--- src/pkg/tpoc_pkg.sv ---
// constants and field layout of the timing pattern output controller
// assumes an apb master with 32-bit data; registers sit at index * 4
package tpoc_pkg;
   // ----------------------------------------------------------------
   // register indices (byte address = index * 4)
   // ----------------------------------------------------------------
   localparam logic [15:0] IDX_MODE     = 16'hffa0;
   localparam logic [15:0] IDX_CTRL     = 16'hffa1;
   localparam logic [15:0] IDX_NDE_HIGH = 16'hffa2;
   localparam logic [15:0] IDX_NDE_LOW  = 16'hffa3;
   localparam logic [15:0] IDX_NDR_HI_P = 16'hffa4;
   localparam logic [15:0] IDX_NDR_LO_P = 16'hffa5;
   localparam logic [15:0] IDX_NDR_HI_A = 16'hffa6;
   localparam logic [15:0] IDX_NDR_LO_A = 16'hffa7;
   localparam logic [15:0] IDX_DIR_A    = 16'hffd1;
   localparam logic [15:0] IDX_OUT_A    = 16'hffd3;
   localparam logic [15:0] IDX_DIR_B    = 16'hffd4;
   localparam logic [15:0] IDX_OUT_B    = 16'hffd6;
   // ----------------------------------------------------------------
   // reset values and fields
   // ----------------------------------------------------------------
   localparam logic [7:0]  MODE_RST     = 8'hf0;
   localparam logic [7:0]  CTRL_RST     = 8'hff;
   localparam logic [7:0]  NDE_RST      = 8'h00;
   localparam logic [15:0] NDR_RST      = 16'h0000;
   localparam logic [7:0]  PORT_RST     = 8'h00;
   localparam logic [7:0]  RSVD_ONES    = 8'hff;
   localparam logic [7:0]  WO_READ      = 8'h00;
   localparam int          SEL_W        = 2;
   localparam int          NGRP         = 4;
   localparam int          PIN_ABSENT_B = 6;
endpackage

--- src/rtl/tpoc_group.sv ---
// one four-bit pattern group: trigger pick and load mask
// assumes compare match inputs are one-cycle pulses of the pclk domain
`timescale 1ns/1ps
module tpoc_group #(
   parameter int CH = 4
) (
   input  wire logic [tpoc_pkg::SEL_W-1:0] sel,
   input  wire logic                       novl,
   input  wire logic [CH-1:0]              cmp_a,
   input  wire logic [CH-1:0]              cmp_b,
   input  wire logic [3:0]                 ndr,
   input  wire logic [3:0]                 nde,
   output logic      [3:0]                 load
);
   import tpoc_pkg::*;

   if (CH != (1 << SEL_W)) begin : g_chk
      $error("tpoc_group: CH must equal the trigger select range");
   end

   logic trig_a;
   logic trig_b;

   always_comb begin
      trig_a = cmp_a[sel];
      trig_b = cmp_b[sel];
      if (novl) begin
         // falls at match a, rises at match b
         load = nde & ((~ndr & {4{trig_a}}) | (ndr & {4{trig_b}}));
      end else begin
         load = nde & {4{trig_a}};
      end
   end
endmodule

--- src/rtl/tpoc_ndr_map.sv ---
// address view of one next data register pair (two groups)
// when split, primary address holds the upper nibble, alternate the lower one; when shared, primary holds both
`timescale 1ns/1ps
module tpoc_ndr_map (
   input  wire logic       shared,
   input  wire logic       hit_pri,
   input  wire logic       hit_alt,
   input  wire logic [7:0] cur,
   output logic            hit,
   output logic      [7:0] rdata,
   output logic      [7:0] wmask
);
   import tpoc_pkg::*;

   always_comb begin
      hit   = hit_pri | hit_alt;
      rdata = RSVD_ONES;
      wmask = 8'h00;
      if (shared) begin
         if (hit_pri) begin
            rdata = cur;
            wmask = 8'hff;
         end
      end else if (hit_pri) begin
         rdata = {cur[7:4], RSVD_ONES[3:0]};
         wmask = 8'hf0;
      end else if (hit_alt) begin
         rdata = {RSVD_ONES[7:4], cur[3:0]};
         wmask = 8'h0f;
      end
   end
endmodule

--- src/rtl/tpoc_top.sv ---
// timing pattern output controller with apb register access
// assumes timer compare matches are pclk pulses; ports a/b pins outside
//
// Design decision made here: the APB slave port.
`timescale 1ns/1ps
module tpoc_top #(
   parameter int ADDR_W = 18
) (
   input  wire logic                 pclk,
   input  wire logic                 presetn,
   input  wire logic                 psel,
   input  wire logic                 penable,
   input  wire logic                 pwrite,
   input  wire logic [ADDR_W-1:0]    paddr,
   input  wire logic [31:0]          pwdata,
   input  wire logic [3:0]           pstrb,
   output logic      [31:0]          prdata,
   output logic                      pready,
   output logic                      pslverr,
   input  wire logic [tpoc_pkg::NGRP-1:0] cmp_a,
   input  wire logic [tpoc_pkg::NGRP-1:0] cmp_b,
   input  wire logic                 hw_standby,
   output logic      [7:0]           port_a_out,
   output logic      [7:0]           port_a_oe,
   output logic      [7:0]           port_b_out,
   output logic      [7:0]           port_b_oe
);
   import tpoc_pkg::*;

   if (ADDR_W < 18) begin : g_chk
      $error("tpoc_top: ADDR_W too small for the register map");
   end

   // ----------------------------------------------------------------
   // state
   // ----------------------------------------------------------------
   typedef struct packed {
      logic [3:0]  novl;
      logic [7:0]  ctrl;
      logic [7:0]  nde_hi;
      logic [7:0]  nde_lo;
      logic [15:0] ndr;
      logic [7:0]  dir_a;
      logic [7:0]  dir_b;
      logic [7:0]  out_a;
      logic [7:0]  out_b;
      logic [31:0] rdata;
   } tpoc_state_type;

   tpoc_state_type st_q;
   tpoc_state_type st_d;

   // ----------------------------------------------------------------
   // decode
   // ----------------------------------------------------------------
   logic [15:0] word;
   logic        acc;
   logic        setup_rd;
   logic        wr;
   logic        shared_lo;
   logic        shared_hi;
   logic        hit_lo;
   logic        hit_hi;
   logic        hit_reg;
   logic        hit_any;
   logic [7:0]  rd_lo;
   logic [7:0]  rd_hi;
   logic [7:0]  wm_lo;
   logic [7:0]  wm_hi;
   logic [15:0] load;
   logic [15:0] nde;
   logic [7:0]  rd_byte;

   assign word     = paddr[17:2];
   assign acc      = psel & penable;
   assign setup_rd = psel & ~penable & ~pwrite;
   assign shared_lo = st_q.ctrl[1:0] == st_q.ctrl[3:2];
   assign shared_hi = st_q.ctrl[5:4] == st_q.ctrl[7:6];
   assign nde      = {st_q.nde_hi, st_q.nde_lo};

   always_comb begin
      hit_reg = 1'b1;
      rd_byte = 8'h00;
      case (word)
         IDX_MODE:     rd_byte = {MODE_RST[7:4], st_q.novl};
         IDX_CTRL:     rd_byte = st_q.ctrl;
         IDX_NDE_HIGH: rd_byte = st_q.nde_hi;
         IDX_NDE_LOW:  rd_byte = st_q.nde_lo;
         IDX_DIR_A:    rd_byte = WO_READ;
         IDX_DIR_B:    rd_byte = WO_READ;
         IDX_OUT_A:    rd_byte = st_q.out_a;
         IDX_OUT_B:    rd_byte = st_q.out_b;
         default: begin
            hit_reg = 1'b0;
            // unmapped words read zero, only next data views read ones
            rd_byte = hit_lo ? rd_lo : (hit_hi ? rd_hi : 8'h00);
         end
      endcase
   end

   assign hit_any = hit_reg | hit_lo | hit_hi;
   assign wr      = acc & pwrite & hit_any & pstrb[0];

   tpoc_ndr_map u_map_lo (
      .shared  (shared_lo),
      .hit_pri (word == IDX_NDR_LO_P),
      .hit_alt (word == IDX_NDR_LO_A),
      .cur     (st_q.ndr[7:0]),
      .hit     (hit_lo),
      .rdata   (rd_lo),
      .wmask   (wm_lo)
   );

   tpoc_ndr_map u_map_hi (
      .shared  (shared_hi),
      .hit_pri (word == IDX_NDR_HI_P),
      .hit_alt (word == IDX_NDR_HI_A),
      .cur     (st_q.ndr[15:8]),
      .hit     (hit_hi),
      .rdata   (rd_hi),
      .wmask   (wm_hi)
   );

   // ----------------------------------------------------------------
   // pattern groups
   // ----------------------------------------------------------------
   for (genvar g = 0; g < NGRP; g++) begin : g_grp
      tpoc_group #(.CH(NGRP)) u_grp (
         .sel   (st_q.ctrl[g*SEL_W +: SEL_W]),
         .novl  (st_q.novl[g]),
         .cmp_a (cmp_a),
         .cmp_b (cmp_b),
         .ndr   (st_q.ndr[g*4 +: 4]),
         .nde   (nde[g*4 +: 4]),
         .load  (load[g*4 +: 4])
      );
   end

   // ----------------------------------------------------------------
   // next state
   // ----------------------------------------------------------------
   always_comb begin
      st_d = st_q;
      if (setup_rd) begin
         st_d.rdata = {24'h000000, rd_byte};
      end
      if (wr) begin
         case (word)
            IDX_MODE:     st_d.novl   = pwdata[3:0];
            IDX_CTRL:     st_d.ctrl   = pwdata[7:0];
            IDX_NDE_HIGH: st_d.nde_hi = pwdata[7:0];
            IDX_NDE_LOW:  st_d.nde_lo = pwdata[7:0];
            IDX_DIR_A:    st_d.dir_a  = pwdata[7:0];
            IDX_DIR_B:    st_d.dir_b  = pwdata[7:0];
            IDX_OUT_A: begin
               st_d.out_a = (st_q.out_a & st_q.nde_lo) |
                            (pwdata[7:0] & ~st_q.nde_lo);
            end
            IDX_OUT_B: begin
               st_d.out_b = (st_q.out_b & st_q.nde_hi) |
                            (pwdata[7:0] & ~st_q.nde_hi);
            end
            default: begin
               st_d.ndr[7:0]  = (st_q.ndr[7:0] & ~wm_lo) |
                                (pwdata[7:0] & wm_lo);
               st_d.ndr[15:8] = (st_q.ndr[15:8] & ~wm_hi) |
                                (pwdata[7:0] & wm_hi);
            end
         endcase
      end
      // compare match transfer; enabled bits never take software data
      st_d.out_a = (st_d.out_a & ~load[7:0]) |
                   (st_q.ndr[7:0] & load[7:0]);
      st_d.out_b = (st_d.out_b & ~load[15:8]) |
                   (st_q.ndr[15:8] & load[15:8]);
      if (hw_standby) begin
         st_d.ndr = NDR_RST;
      end
   end

   always_ff @(posedge pclk or negedge presetn) begin
      if (!presetn) begin
         st_q.novl   <= MODE_RST[3:0];
         st_q.ctrl   <= CTRL_RST;
         st_q.nde_hi <= NDE_RST;
         st_q.nde_lo <= NDE_RST;
         st_q.ndr    <= NDR_RST;
         st_q.dir_a  <= PORT_RST;
         st_q.dir_b  <= PORT_RST;
         st_q.out_a  <= PORT_RST;
         st_q.out_b  <= PORT_RST;
         st_q.rdata  <= 32'h00000000;
      end else begin
         st_q <= st_d;
      end
   end

   // ----------------------------------------------------------------
   // outputs
   // ----------------------------------------------------------------
   logic [7:0] pin_mask_b;

   assign pin_mask_b = ~(8'h01 << PIN_ABSENT_B);
   assign prdata     = st_q.rdata;
   assign pready     = acc;
   assign pslverr    = acc & ~hit_any;
   assign port_a_out = st_q.out_a;
   assign port_a_oe  = st_q.dir_a;
   assign port_b_out = st_q.out_b & pin_mask_b;
   assign port_b_oe  = st_q.dir_b & pin_mask_b;
endmodule

--- config.mk ---
export PLATFORM = sky130hd
export DESIGN_NAME = tpoc_top
export DESIGN_NICKNAME = d
export VERILOG_FILES = /design/src/pkg/tpoc_pkg.sv /design/src/rtl/tpoc_group.sv /design/src/rtl/tpoc_ndr_map.sv /design/src/rtl/tpoc_top.sv
export SDC_FILE = /design/constraint.sdc
export NUM_CORES = 1
export LEC_CHECK = 0
export BUFFER_PORTS_ARGS = -buffer_cell sky130_fd_sc_hd__buf_4
export CAP_MARGIN = 10
export CORE_AREA = 2 2 135 84
export DETAILED_ROUTE_END_ITERATION = 12
export DIE_AREA = 0 0 137 86
export GPL_ROUTABILITY_DRIVEN = 0
export PLACE_DENSITY_LB_ADDON = 0.1
export SLEW_MARGIN = 10
export SYNTH_ARGS = -nofsm -noshare
export SYNTH_HDL_FRONTEND = slang
export SYNTH_HIERARCHICAL = 1
export SYNTH_SLANG_ARGS = --single-unit
export TNS_END_PERCENT = 5
--- constraint.sdc ---
create_clock -name pclk -period 8.3 [get_ports pclk]
set_input_delay 2.49 -clock pclk [delete_from_list [all_inputs] [get_ports pclk]]
set_output_delay 2.49 -clock pclk [all_outputs]
set_load 0.03 [all_outputs]
### After elaboration in Yosys (flattened, before gate mapping)

Cells that the tools add are included.

| operators by class | value |
|---|---|
| magnitude comparators | 4 |
| eq/ne operators | 15 |
| muxes and demuxes | 47 |
| bitwise operators | 62 |
| reductions and logical operators | 10 |

Operators by type and width:

| cell | count |
|---|---|
| 16-bit equality test (second input constant) | 12 |
| 8-bit two-way mux | 18 |
| 8-bit AND | 12 |
| 4-bit AND | 16 |
| 8-bit one-hot mux with 7 select lines | 1 |
| 48-bit two-way mux | 1 |
| 8-bit NOT | 6 |
| 8-bit bitwise OR | 6 |
| 16-bit two-way mux | 2 |
| 4-bit two-way mux | 8 |
| 1-bit binary-select mux with 2-bit select | 8 |
| 4-bit NOT | 4 |
| 4-bit bitwise OR | 4 |
| 2-bit AND reduction | 7 |
| 2-bit by 3-bit < comparator with 1-bit output (second input constant) | 4 |
| 1-bit two-way mux | 9 |
| 8-bit OR reduction | 1 |
| 1-bit AND | 7 |
| 2-bit equality test | 2 |
| 1-bit bitwise OR | 4 |
| 1-bit NOT | 3 |
| 2-bit by 1-bit != test with 1-bit output (second input constant) | 1 |
| 2-bit nonzero test | 1 |
| 2-bit OR reduction | 1 |

| word-level totals | value |
|---|---|
| register bits after elaboration | 84 |
| input bits | 68 |
| output and inout port bits | 66 |
| word-level logic and storage cells | 148 |

### Logic depth before layout (Yosys ltp)

Gate-level depths: netlist of the first run.

| depth | value |
|---|---|
| depth in word-level cells | 11 |
| gate-level depth with buffers | 11 |
| depth with buffers taken out | 9 |

### Cells and area by module

The synthesis of the first run kept the hierarchy.

Modules (own cells, without submodules):

| module | times used | cells an instance | area each (µm²) | sequential area each (µm²) |
|---|---|---|---|---|
| tpoc_top | 1 | 450 | 4931.0 | 2087.0 |
| tpoc_group | 4 | 14 | 135.1 | 0.0 |
| tpoc_ndr_map | 2 | 19 | 152.6 | 0.0 |

### Worst setup path before layout of the first run

No wires, ideal clock.

| path | value |
|---|---|
| path kind | input -> output |
| from | input port paddr[8] |
| to | output port pslverr |
| data arrival time | 4551 ps |
| required time | 5810 ps |
| slack | 1259 ps |
| stages on the path | 7 |
| buffers on the path | 1 |
| path through | and4bb_2 nand4_1 nor3b_1 or2_2 clkbuf_1 nor2_1 and3_1 |

| on the way | value |
|---|---|
| elaborated cells on any way between the ends | 20 |
| classes of those cells | eq/ne (12); mux (1); bitwise (6); reduce/logical (1) |

RTL lines:

| item | line | RTL |
|---|---|---|
| start: declaration | tpoc_top.sv:14 | `input wire logic [ADDR_W-1:0] paddr,` |
| 16-bit equality test (on tied branches) | tpoc_top.sv:106, tpoc_top.sv:107 |  |
| 1-bit bitwise OR * | tpoc_ndr_map.sv:16 | `hit = hit_pri \| hit_alt;` |
| via hit_lo | tpoc_top.sv:62 | `logic hit_lo;` |
| 1-bit bitwise OR * (2 in a row) | tpoc_top.sv:101 | `assign hit_any = hit_reg \| hit_lo \| hit_hi;` |
| 1-bit NOT * | tpoc_top.sv:206 | `assign pslverr = acc & ~hit_any;` |
| 1-bit AND * | tpoc_top.sv:206 |  |
| end: declaration | tpoc_top.sv:19 | `output logic pslverr,` |

The timed path passes the listed nets; every way through them passes the cells marked *.

### Worst setup path in the final report of the first run

| path | value |
|---|---|
| from | input port paddr[13] |
| to | output port pslverr |

Same word-level chain as after synthesis.

==> metrics.txt, run 1 <==
H-Tree Depth=3; post-synthesis compound-gate area fraction=11.5%; register area share after synthesis=36.1%; Rel. slew slack=around 27%; wire length of the first global-routing pass=23.1 mm; Worst setup endpoint=pslverr; cell area after layout=6310 µm²; synthesized area=5780 µm²; gr usage total=26.3%; flops & latches, synth=83; Tightest Hold Check Type=reg2reg; Cell Count, Final, Fillers Out=between 700 and 800; layout cell share with drive strength beyond 1=about 36%; top-area cell type share of the netlist area=between 30 and 40%; vias in the first global route=4,179; footprint of the multi-input gates=3100 µm²; Simple-Gate Fraction of Synth Area=17.8%; Place WS=about 1.5 ns; number of synthesized flops with an enable pin=0; Placed Cells=692; Data required, critical path=5.81 ns; status=complete, no violations; synth warn=6; min setup slack post-route=1.49 ns; routed via count=4,323; number of remaining DRC errors=0; Site Rows=29; Final Hold Viols=0; setup TNS=0 ns; Core Box Area=approximately 10,000 µm²; Power, Total=0.917 mW; # IOs=134; Setup CP Type=in2out; leakage power=2.98 nW; DP HPWL=11.0 mm; wire per inst=20.9 µm; hold-fix buffers at CTS=0; max_cap viols=0; Setup Fix Bufs, Post-CTS=0; via/cell ratio=6.11; Setup Skew=0.00745 ns; CP Launch Point=paddr[13]; Least-Margin Pin Slew=1.08 ns; Overflow after GRT=0; Clock Pin Slew Worst Setup and Hold Paths=0.06 ns; CP arrival=about 4.3 ns; DRT Pass-1 Iters=5; Reg-to-Reg Start=st_q[100]; fillers=859; Peak VDD IR=0.000100 V; DRT antenna net count=0; # nets final=632; Post-Synth Adder-Cell Area=0%; root buf cell=clkbuf_16; post-synthesis mux area share=21.9%; register area=2090 µm²; chip height=86 µm; final wirelength=between 10 and 15 mm; r2r setup slk=6.28 ns; chip width=~140 µm; endpoint class of the critical path=output port; Finished Core Util=around 60%; initial antenna violation count=0; Num CTS Buffers=9; ys flop type=dfrtp_1; initial DRC count=381; IO buf count=78; Post-CTS Resized=0; xor/xnor share of the synthesized area=0.606%; pin count of the biggest net entering global routing=63; DP Area=about 6000 µm²; Max Freq=around 150 MHz; total clock sinks=83; CTS max path bufs=2; r2r endpoint=prdata[1]; Final period util=82.0%; # diodes=0; largest family of logic cells by synthesized area=multiplexers; RSZ-0062 raised after global routing=no; crit path max fanout=12; FFs w/ async S/R, synth=100%; Max Transition Viols Final=0; path depth of the worst reg2reg path=7; die footprint=11,800 µm²; CTS tree=done; Yosys cell types=54; startpoint types=input port; clock insertion delay at the later pin of the skew report=0.35 ns; hold slack=0.481 ns; Yosys top cell by area=dfrtp_1; Final min period=6.81 ns; initial core utilization=between 50% and 60%; Post-Synthesis Cells=544; Setup-failing EPs final=0; synthesis-to-layout area growth=9.25%; Pwr per Cell Area=145 nW/µm²; dominant cells by area after synthesis=dfrtp_1 32%, mux2_2 15%, buf_4 11%; Syn Area/Cell=~11 µm²
==> critical path, stage by stage <==
cell and delay [ns]:
buf_4 0.07, and4_1 0.43, nand4_1 0.22, nor3b_1 0.22
buf_4 0.21, or2_2 0.28, nor2_1 0.06, and3_1 0.17
buf_4 0.16
==> synthesized netlist by cell type (all sizes together), types with 2 or more instances <==
library cell  number
nand2b            27
and3              18
o21bai             8
o22ai              7
nand3              8
a21boi            17
buf               92
mux2              77
nor4bb             2
clkbuf             7
a22o              21
o21ai              6
nor2              14
or3                2
o2bb2ai            3
nor3              19
a22oi             15
nor2b              4
nor3b              3
mux4               8
and4               4
nand4             20
dfstp              8
and2               4
nand2             17
a21oi              6
dfrtp             75
xor2               4
or2                5
mux2i             22
or2b               8
==> how the worst min path moves through the flow <==
| stage | startpoint | to | slack [ns] | cells after the start |
|---|---|---|---|---|
| after floorplan | prdata[3] | prdata[3] | 0.45 | 2 |
| after global placement | prdata[4] | prdata[4] | 0.47 | 2 |
| after detailed placement | prdata[3] | prdata[3] | 0.47 | 2 |
| after CTS | prdata[3] | prdata[3] | 0.49 | 2 |
| after global routing | prdata[4] | prdata[4] | 0.51 | 2 |
| final | prdata[3] | prdata[3] | 0.48 | 2 |
==> routing by layer <==
metal / vias to the layer above / part of all wire [%] / track usage, %
met3: 24 / 7.3 / 5.50
li1: 1949 / - / -
met5: - / 0 / 0
met2: 191 / 45 / 40.1
met1: 2159 / 46 / 37.4
met4: 0 / 1.7 / 8.53
==> placed cells by master, fill, tap and decap left out, types with 8 or more instances in the layout <==
master	instances
conb_1	26
mux4_2	8
nand2_1	17
or2b_1	8
dfrtp_1	75
clkbuf_16	9
mux2i_1	22
nor2_1	14
nor3_1	17
a21boi_0	17
a22o_1	21
o21bai_1	8
dfstp_2	8
and3_1	18
nand4_1	18
nand2b_1	27
mux2_2	75
a22oi_1	15
buf_4	83
==> cells by family after synthesis <==
| logic type | Yosys count |
|---|---|
| other cells | 1 |
| xor+xnor | 4 |
| mux | 107 |
| flops | 83 |
| buf+inv | 100 |
| compound gates | 89 |
| simple gates | 160 |
==> layout make-up <==
type | count | area share (%)
well taps | 139 | 2.76
multi-input cells | 386 | 49.2
clock inverters | 6 | 1.43
clock buffers | 10 | 3.63
inverters | 1 | 0.0595
repair buffers | 83 | 9.87
flip-flops and latches | 83 | 33.1
==> power by group <==
group	switching (mW)	internal [mW]	total [mW]
sequential	0.0000234	0.405	0.405
combinational	0.0535	0.0225	0.0760
clock	0.172	0.264	0.437
Note: power is estimated with default switching activity, not from simulation.
==> inputs of run 2 (changes only) <==
Settings changed: ABC_AREA set to 1, CORE_AREA 2 2 135 84 to 2 2 143 89, DIE_AREA 0 0 137 86 to 0 0 145 91.
Clock period 8.3 ns to 6.58 ns, I/O delays scaled along.
==> metrics.txt, run 2 <==
CP arrival=3.71 ns (was 4.32 ns); Final Hold Viols=0 (unchanged); final wirelength=18.7 mm (was 14.8 mm); # diodes=0 (unchanged); CTS max path bufs=2 (unchanged); clock insertion delay at the later pin of the skew report=0.35 ns (about the same); ys flop type=dfrtp_1 (unchanged); clock network fraction of design power=46.0% (was 47.6%); endpoint class of the critical path=output port (unchanged); Sw Ratio=26.4% (was 24.6%); sw power=0.299 mW (was 0.226 mW); gr usage total=29.3% (was 26.3%); routed via count=6,191 (was 4,323); Setup Skew=0.00908 ns (was 0.00745 ns); most common library cell in the layout ignoring fill and taps=nand2_1 (was buf_4); vias in the first global route=5,541 (was 4,179); initial antenna violation count=0 (unchanged); Post-Synthesis Cells=997 (was 544); flops & latches, synth=83 (unchanged); H-Tree Depth=3 (unchanged); Cell Count, Final, Fillers Out=1,191 (was 708); pin count of the biggest net entering global routing=77 (was 63); Least-Margin Pin Slew=1.00 ns (was 1.08 ns); chip height=91 µm (was 86 µm); Syn Area/Cell=6.53 µm² (was 10.6 µm²); wire length of the first global-routing pass=30.2 mm (was 23.1 mm); Placed Cells=1,175 (was 692); Data required, critical path=4.61 ns (was 5.81 ns); crit-path cells=buf_4 > nand2_1 > inv_1 > nand2_1 > inv_1 > nand3_1 > nor3_1 > buf_4 > or2_2 > nor2_1 > nand3_4 > nor2_1 > buf_4 (was buf_4 > and4_1 > nand4_1 > nor3b_1 > buf_4 > or2_2 > nor2_1 > and3_1 > buf_4); FFs w/ async S/R, synth=100% (unchanged); # nets final=1,089 (was 632); synthesized area=6510 µm² (was 5780 µm²); # IOs=134 (unchanged); Pwr per Cell Area=160 nW/µm² (was 145 nW/µm²); internal power=0.832 mW (was 0.691 mW); IO buf count=78 (unchanged); Max Freq=176 MHz; status=complete, no violations (unchanged); sequential power share=45.1% (was 44.1%); root buf cell=clkbuf_16 (unchanged); Site Rows=31 (was 29); RSZ-0062 raised after global routing=no (unchanged); chip width=145 µm (was 137 µm); number of remaining DRC errors=0 (unchanged); via/cell ratio=5.20 (was 6.11); Setup CP Type=in2out (unchanged); Setup-failing EPs final=0 (unchanged); DRT Pass-1 Iters=5 (unchanged); CP most frequent cell=buf_4 (unchanged); DP HPWL=13.9 mm (was 11.0 mm); startpoint types=input port (unchanged); register area share after synthesis=32.0% (was 36.1%); fillers=1,160 (was 859); initial core utilization=55.1% (was 55.3%); crit path max fanout=11 (was 12); wire per inst=15.7 µm (was 20.9 µm); initial DRC count=785 (was 381); setup TNS=0 ns (unchanged); hold-fix buffers at CTS=0 (unchanged); combinational cell fraction of total power=8.8% (was 8.3%); Core Box Area=11,800 µm² (was 10,500 µm²); synth warn=6 (unchanged); top-area cell type share of the netlist area=28.8% (was 32.5%); Clock Pin Slew Worst Setup and Hold Paths=0.06 ns (about the same); Yosys top cell by area=dfrtp_1 (unchanged); CTS tree=done (unchanged); max_cap viols=0 (unchanged); dominant cells by area after synthesis=dfrtp_1 29%, nand2_1 18%, buf_4 9.0% (was dfrtp_1 32%, mux2_2 15%, buf_4 11%); layout cell share with drive strength beyond 1=18.9% (was 36.4%); Slowest Stage Delay on Critical Path=0.31 ns (was 0.43 ns); Post-CTS Resized=0 (unchanged); Num CTS Buffers=9 (unchanged); Final period util=86.3%; Final min period=5.68 ns; leakage power=3.83 nW (was 2.98 nW); most numerous cell in the Yosys netlist=nand2_1 (was buf_4); Rel. slew slack=33.0% (was 27.2%); Tightest Hold Check Type=reg2reg (unchanged); most frequent cells in the layout=313 x nand2_1, 115 x inv_1, 90 x nor2_1, 88 x buf_4, 77 x nand3_1 (was 83 x buf_4, 75 x mux2_2, 75 x dfrtp_1, 27 x nand2b_1, 26 x conb_1); die footprint=13,200 µm² (was 11,800 µm²); number of synthesized flops with an enable pin=0 (unchanged); Setup Fix Bufs, Post-CTS=0 (unchanged); Overflow after GRT=0 (unchanged); total clock sinks=83 (unchanged); DRT antenna net count=0 (unchanged); Peak VDD IR=0.000119 V (was 0.000100 V); synthesis-to-layout area growth=8.66% (was 9.25%); Synth top cells by count=313 x nand2_1, 115 x inv_1, 91 x nor2_1 (was 82 x buf_4, 75 x dfrtp_1, 75 x mux2_2); Yosys cell types=34 (was 54); CP max-delay cell=or2_2 (was and4_1); Max Transition Viols Final=0 (unchanged)
-- run 2: worst max-delay path: cells and delay by family --
family / cells / cell delay, ns
simple gates: 8 / 1.17
buf+inv: 5 / 0.56
-- run 2: layout make-up --
class,instances,area (µm²),share of cell area (%)
clock buffers,9,225,3.18
clock inverters,7,77.6,1.10
inverters,136,513,7.25
multi-input cells,703,3310,46.7
flip-flops and latches,83,2090,29.5
well taps,165,206,2.92
repair buffers,88,661,9.33
-- run 2: kinds of logic after synthesis --
| group | synth area share [%] |
|---|---|
| AO/OA/AOI/OAI | 7.93 |
| buffers and inverters | 18.7 |
| flip-flops | 32.0 |
| other | 0.0576 |
| AND/OR/NAND/NOR | 41.0 |
| XOR/XNOR | 0.269 |
-- run 2: through the flow --
step	setup WS [ns]	util [%]	cell area (µm²)	hold slack, ns	total power [mW]
after floorplan	0.768	-	6610	0.450	0.581
after global placement	0.932	57.3	6780	0.466	0.619
after detailed placement	0.924	57.3	6780	0.470	0.619
after CTS	0.912	59.8	7080	0.485	1.14
after global routing	0.738	59.8	7080	0.506	1.17
final	0.900	59.8	7080	0.480	1.13
-- run 2: path summary, 6_finish.rpt --
| kind | from | end | slack (ns) | cells after the start |
|---|---|---|---|---|
| max | paddr[9] | pslverr | 0.90 | 13 |
| min | prdata[7] | prdata[7] | 0.48 | 2 |
| max reg2reg | st_q[102] | st_q[74] | 4.48 | 9 |
| min reg2reg | prdata[7] | prdata[7] | 0.48 | 2 |
| max in group asynchronous | presetn | async pin | 3.96 | 2 |
| min in group asynchronous | presetn | async pin | 1.43 | 1 |
-- run 2: power groups by stage --
stage | logic [mW] | registers, mW | clock network (mW)
floorplan | 0.0606 | 0.520 | 0
detailed placement | 0.0992 | 0.520 | 0
global route | 0.109 | 0.510 | 0.546
global placement | 0.0989 | 0.520 | 0
CTS | 0.0994 | 0.510 | 0.526
finish | 0.0997 | 0.510 | 0.521
-- run 2: routing by layer --
metal | track usage, % | wire length, µm | vias to the layer above
met1 | 43.4 | 8890 | 2765
met4 | 5.20 | 209 | 0
li1 | - | - | 3091
met3 | 11.0 | 2260 | 21
met5 | 0 | 0 | -
met2 | 40.6 | 7310 | 314
==> inputs of run 3 (changes only) <==
Settings changed: RECOVER_POWER set to 50.
==> metrics.txt, run 3 (synthesized netlist as in run 2, its figures left out) <==
H-Tree Depth=3 (unchanged); pin count of the biggest net entering global routing=77 (unchanged); synthesis-to-layout area growth=7.41% (was 8.66%); via/cell ratio=5.20 (unchanged); # IOs=134 (unchanged); gr usage total=29.3% (unchanged); Post-CTS Resized=0 (unchanged); clock insertion delay at the later pin of the skew report=0.35 ns (about the same); setup TNS=0 ns (unchanged); Rel. slew slack=-31.4% (was 33.0%); vias in the first global route=5,541 (unchanged); die footprint=13,200 µm² (unchanged); violated checks=capacitance limit, slew limit; Final Hold Viols=0 (unchanged); DRT Pass-1 Iters=5 (unchanged); total clock sinks=83 (unchanged); Site Rows=31 (unchanged); Pwr per Cell Area=162 nW/µm² (was 160 nW/µm²); hold slack=0.479 ns (was 0.480 ns); CP arrival=3.71 ns (about the same); startpoint types=input port (unchanged); chip width=145 µm (unchanged); min setup slack post-route=0.895 ns (was 0.900 ns); Clock Pin Slew Worst Setup and Hold Paths=0.06 ns (about the same); routed via count=6,191 (unchanged); final wirelength=18.7 mm (about the same); layout cell share with drive strength beyond 1=16.9% (was 18.9%); RSZ-0062 raised after global routing=no (unchanged); status=complete, but fails checks (was complete, no violations); number of remaining DRC errors=0 (unchanged); most frequent cells in the layout=313 x nand2_1, 115 x inv_1, 90 x nor2_1, 77 x nand3_1, 75 x dfrtp_1 (was 313 x nand2_1, 115 x inv_1, 90 x nor2_1, 88 x buf_4, 77 x nand3_1); Data required, critical path=4.61 ns (about the same); CTS max path bufs=2 (unchanged); Num CTS Buffers=9 (unchanged); Place WS=0.924 ns (unchanged); Finished Core Util=59.2% (was 59.8%); wire per inst=15.7 µm (about the same); Max Transition Viols Final=77 (was 0); Setup-failing EPs final=0 (unchanged); Peak VDD IR=0.000118 V (was 0.000119 V); root buf cell=clkbuf_16 (unchanged); Final min period=5.68 ns (about the same); Final period util=86.4% (was 86.3%); Overflow after GRT=0 (unchanged); IO buf count=78 (unchanged); wire length of the first global-routing pass=30.2 mm (unchanged); Setup Skew=0.00954 ns (was 0.00908 ns); endpoint class of the critical path=output port (unchanged); Least-Margin Pin Slew=1.97 ns (was 1.00 ns); initial core utilization=55.1% (unchanged); DP HPWL=13.9 mm (unchanged); Core Box Area=11,800 µm² (unchanged); DRT antenna net count=0 (unchanged); most common library cell in the layout ignoring fill and taps=nand2_1 (unchanged); Power, Total=1.13 mW (about the same); initial antenna violation count=0 (unchanged); # nets final=1,089 (unchanged); hold-fix buffers at CTS=0 (unchanged); Tightest Hold Check Type=reg2reg (unchanged); Max Freq=176 MHz (about the same); max_cap viols=1 (was 0); CTS tree=done (unchanged); initial DRC count=814 (was 785); # diodes=0 (unchanged); crit path max fanout=11 (unchanged); chip height=91 µm (unchanged); Setup Fix Bufs, Post-CTS=0 (unchanged); leakage power=3.74 nW (was 3.83 nW); Setup CP Type=in2out (unchanged)
run 3: changes by cell type in the layout (fill, tap and decap cells not counted), sizes merged:
cell    change
buf        -22
clkbuf     +22
run 3: worst max-delay path, cell delays in order:
cell     delay [ns]
buf_4          0.12
nand2_1        0.05
inv_1          0.03
nand2_1        0.15
inv_1          0.08
nand3_1        0.13
nor3_1         0.06
buf_4          0.17
or2_2          0.31
nor2_1         0.24
nand3_4        0.13
nor2_1         0.10
buf_4          0.16
run 3: final timing paths:
check	from	endpoint	slack, ns	cells after the start
worst min-delay path	prdata[7]	prdata[7]	0.48	2
worst min register to register	prdata[7]	prdata[7]	0.48	2
min in group asynchronous	presetn	async pin	1.54	1
worst max-delay path	paddr[9]	pslverr	0.90	13
max in group asynchronous	presetn	nde[1]	2.77	2
worst max register to register	st_q[102]	st_q[74]	4.47	9
run 3: per-stage QoR:
step | cells | instance area [µm²]
2_1_floorplan | 1022 | 6610
5_1_grt | 1191 | 7000
4_1_cts | 1191 | 7080
3_5_place_dp | 1175 | 6780
3_3_place_gp | 1175 | 6780
6_report | 1191 | 7000
run 3: power by group:
part / leakage, nW / switching, mW / internal, mW
sequential: 1.10 / 0.00000618 / 0.510
combinational: 2.50 / 0.0743 / 0.0249
clock: 0.134 / 0.225 / 0.296
run 3: routing by layer:
metal	track usage [%]	vias up	part of all wire (%)
met3	11.0	16	12
li1	-	3092	-
met4	5.20	0	1.0
met1	43.4	2789	48
met5	0	-	0
met2	40.6	294	39
run 3: final cells by class:
class / instances / area, µm²
clock buffer: 9 / 225
clock inverter: 7 / 77.6
fill: 1179 / 4830
inverter: 136 / 513
multi-input combinational: 703 / 3310
sequential: 83 / 2090
tap: 165 / 206
timing repair buffer: 88 / 579
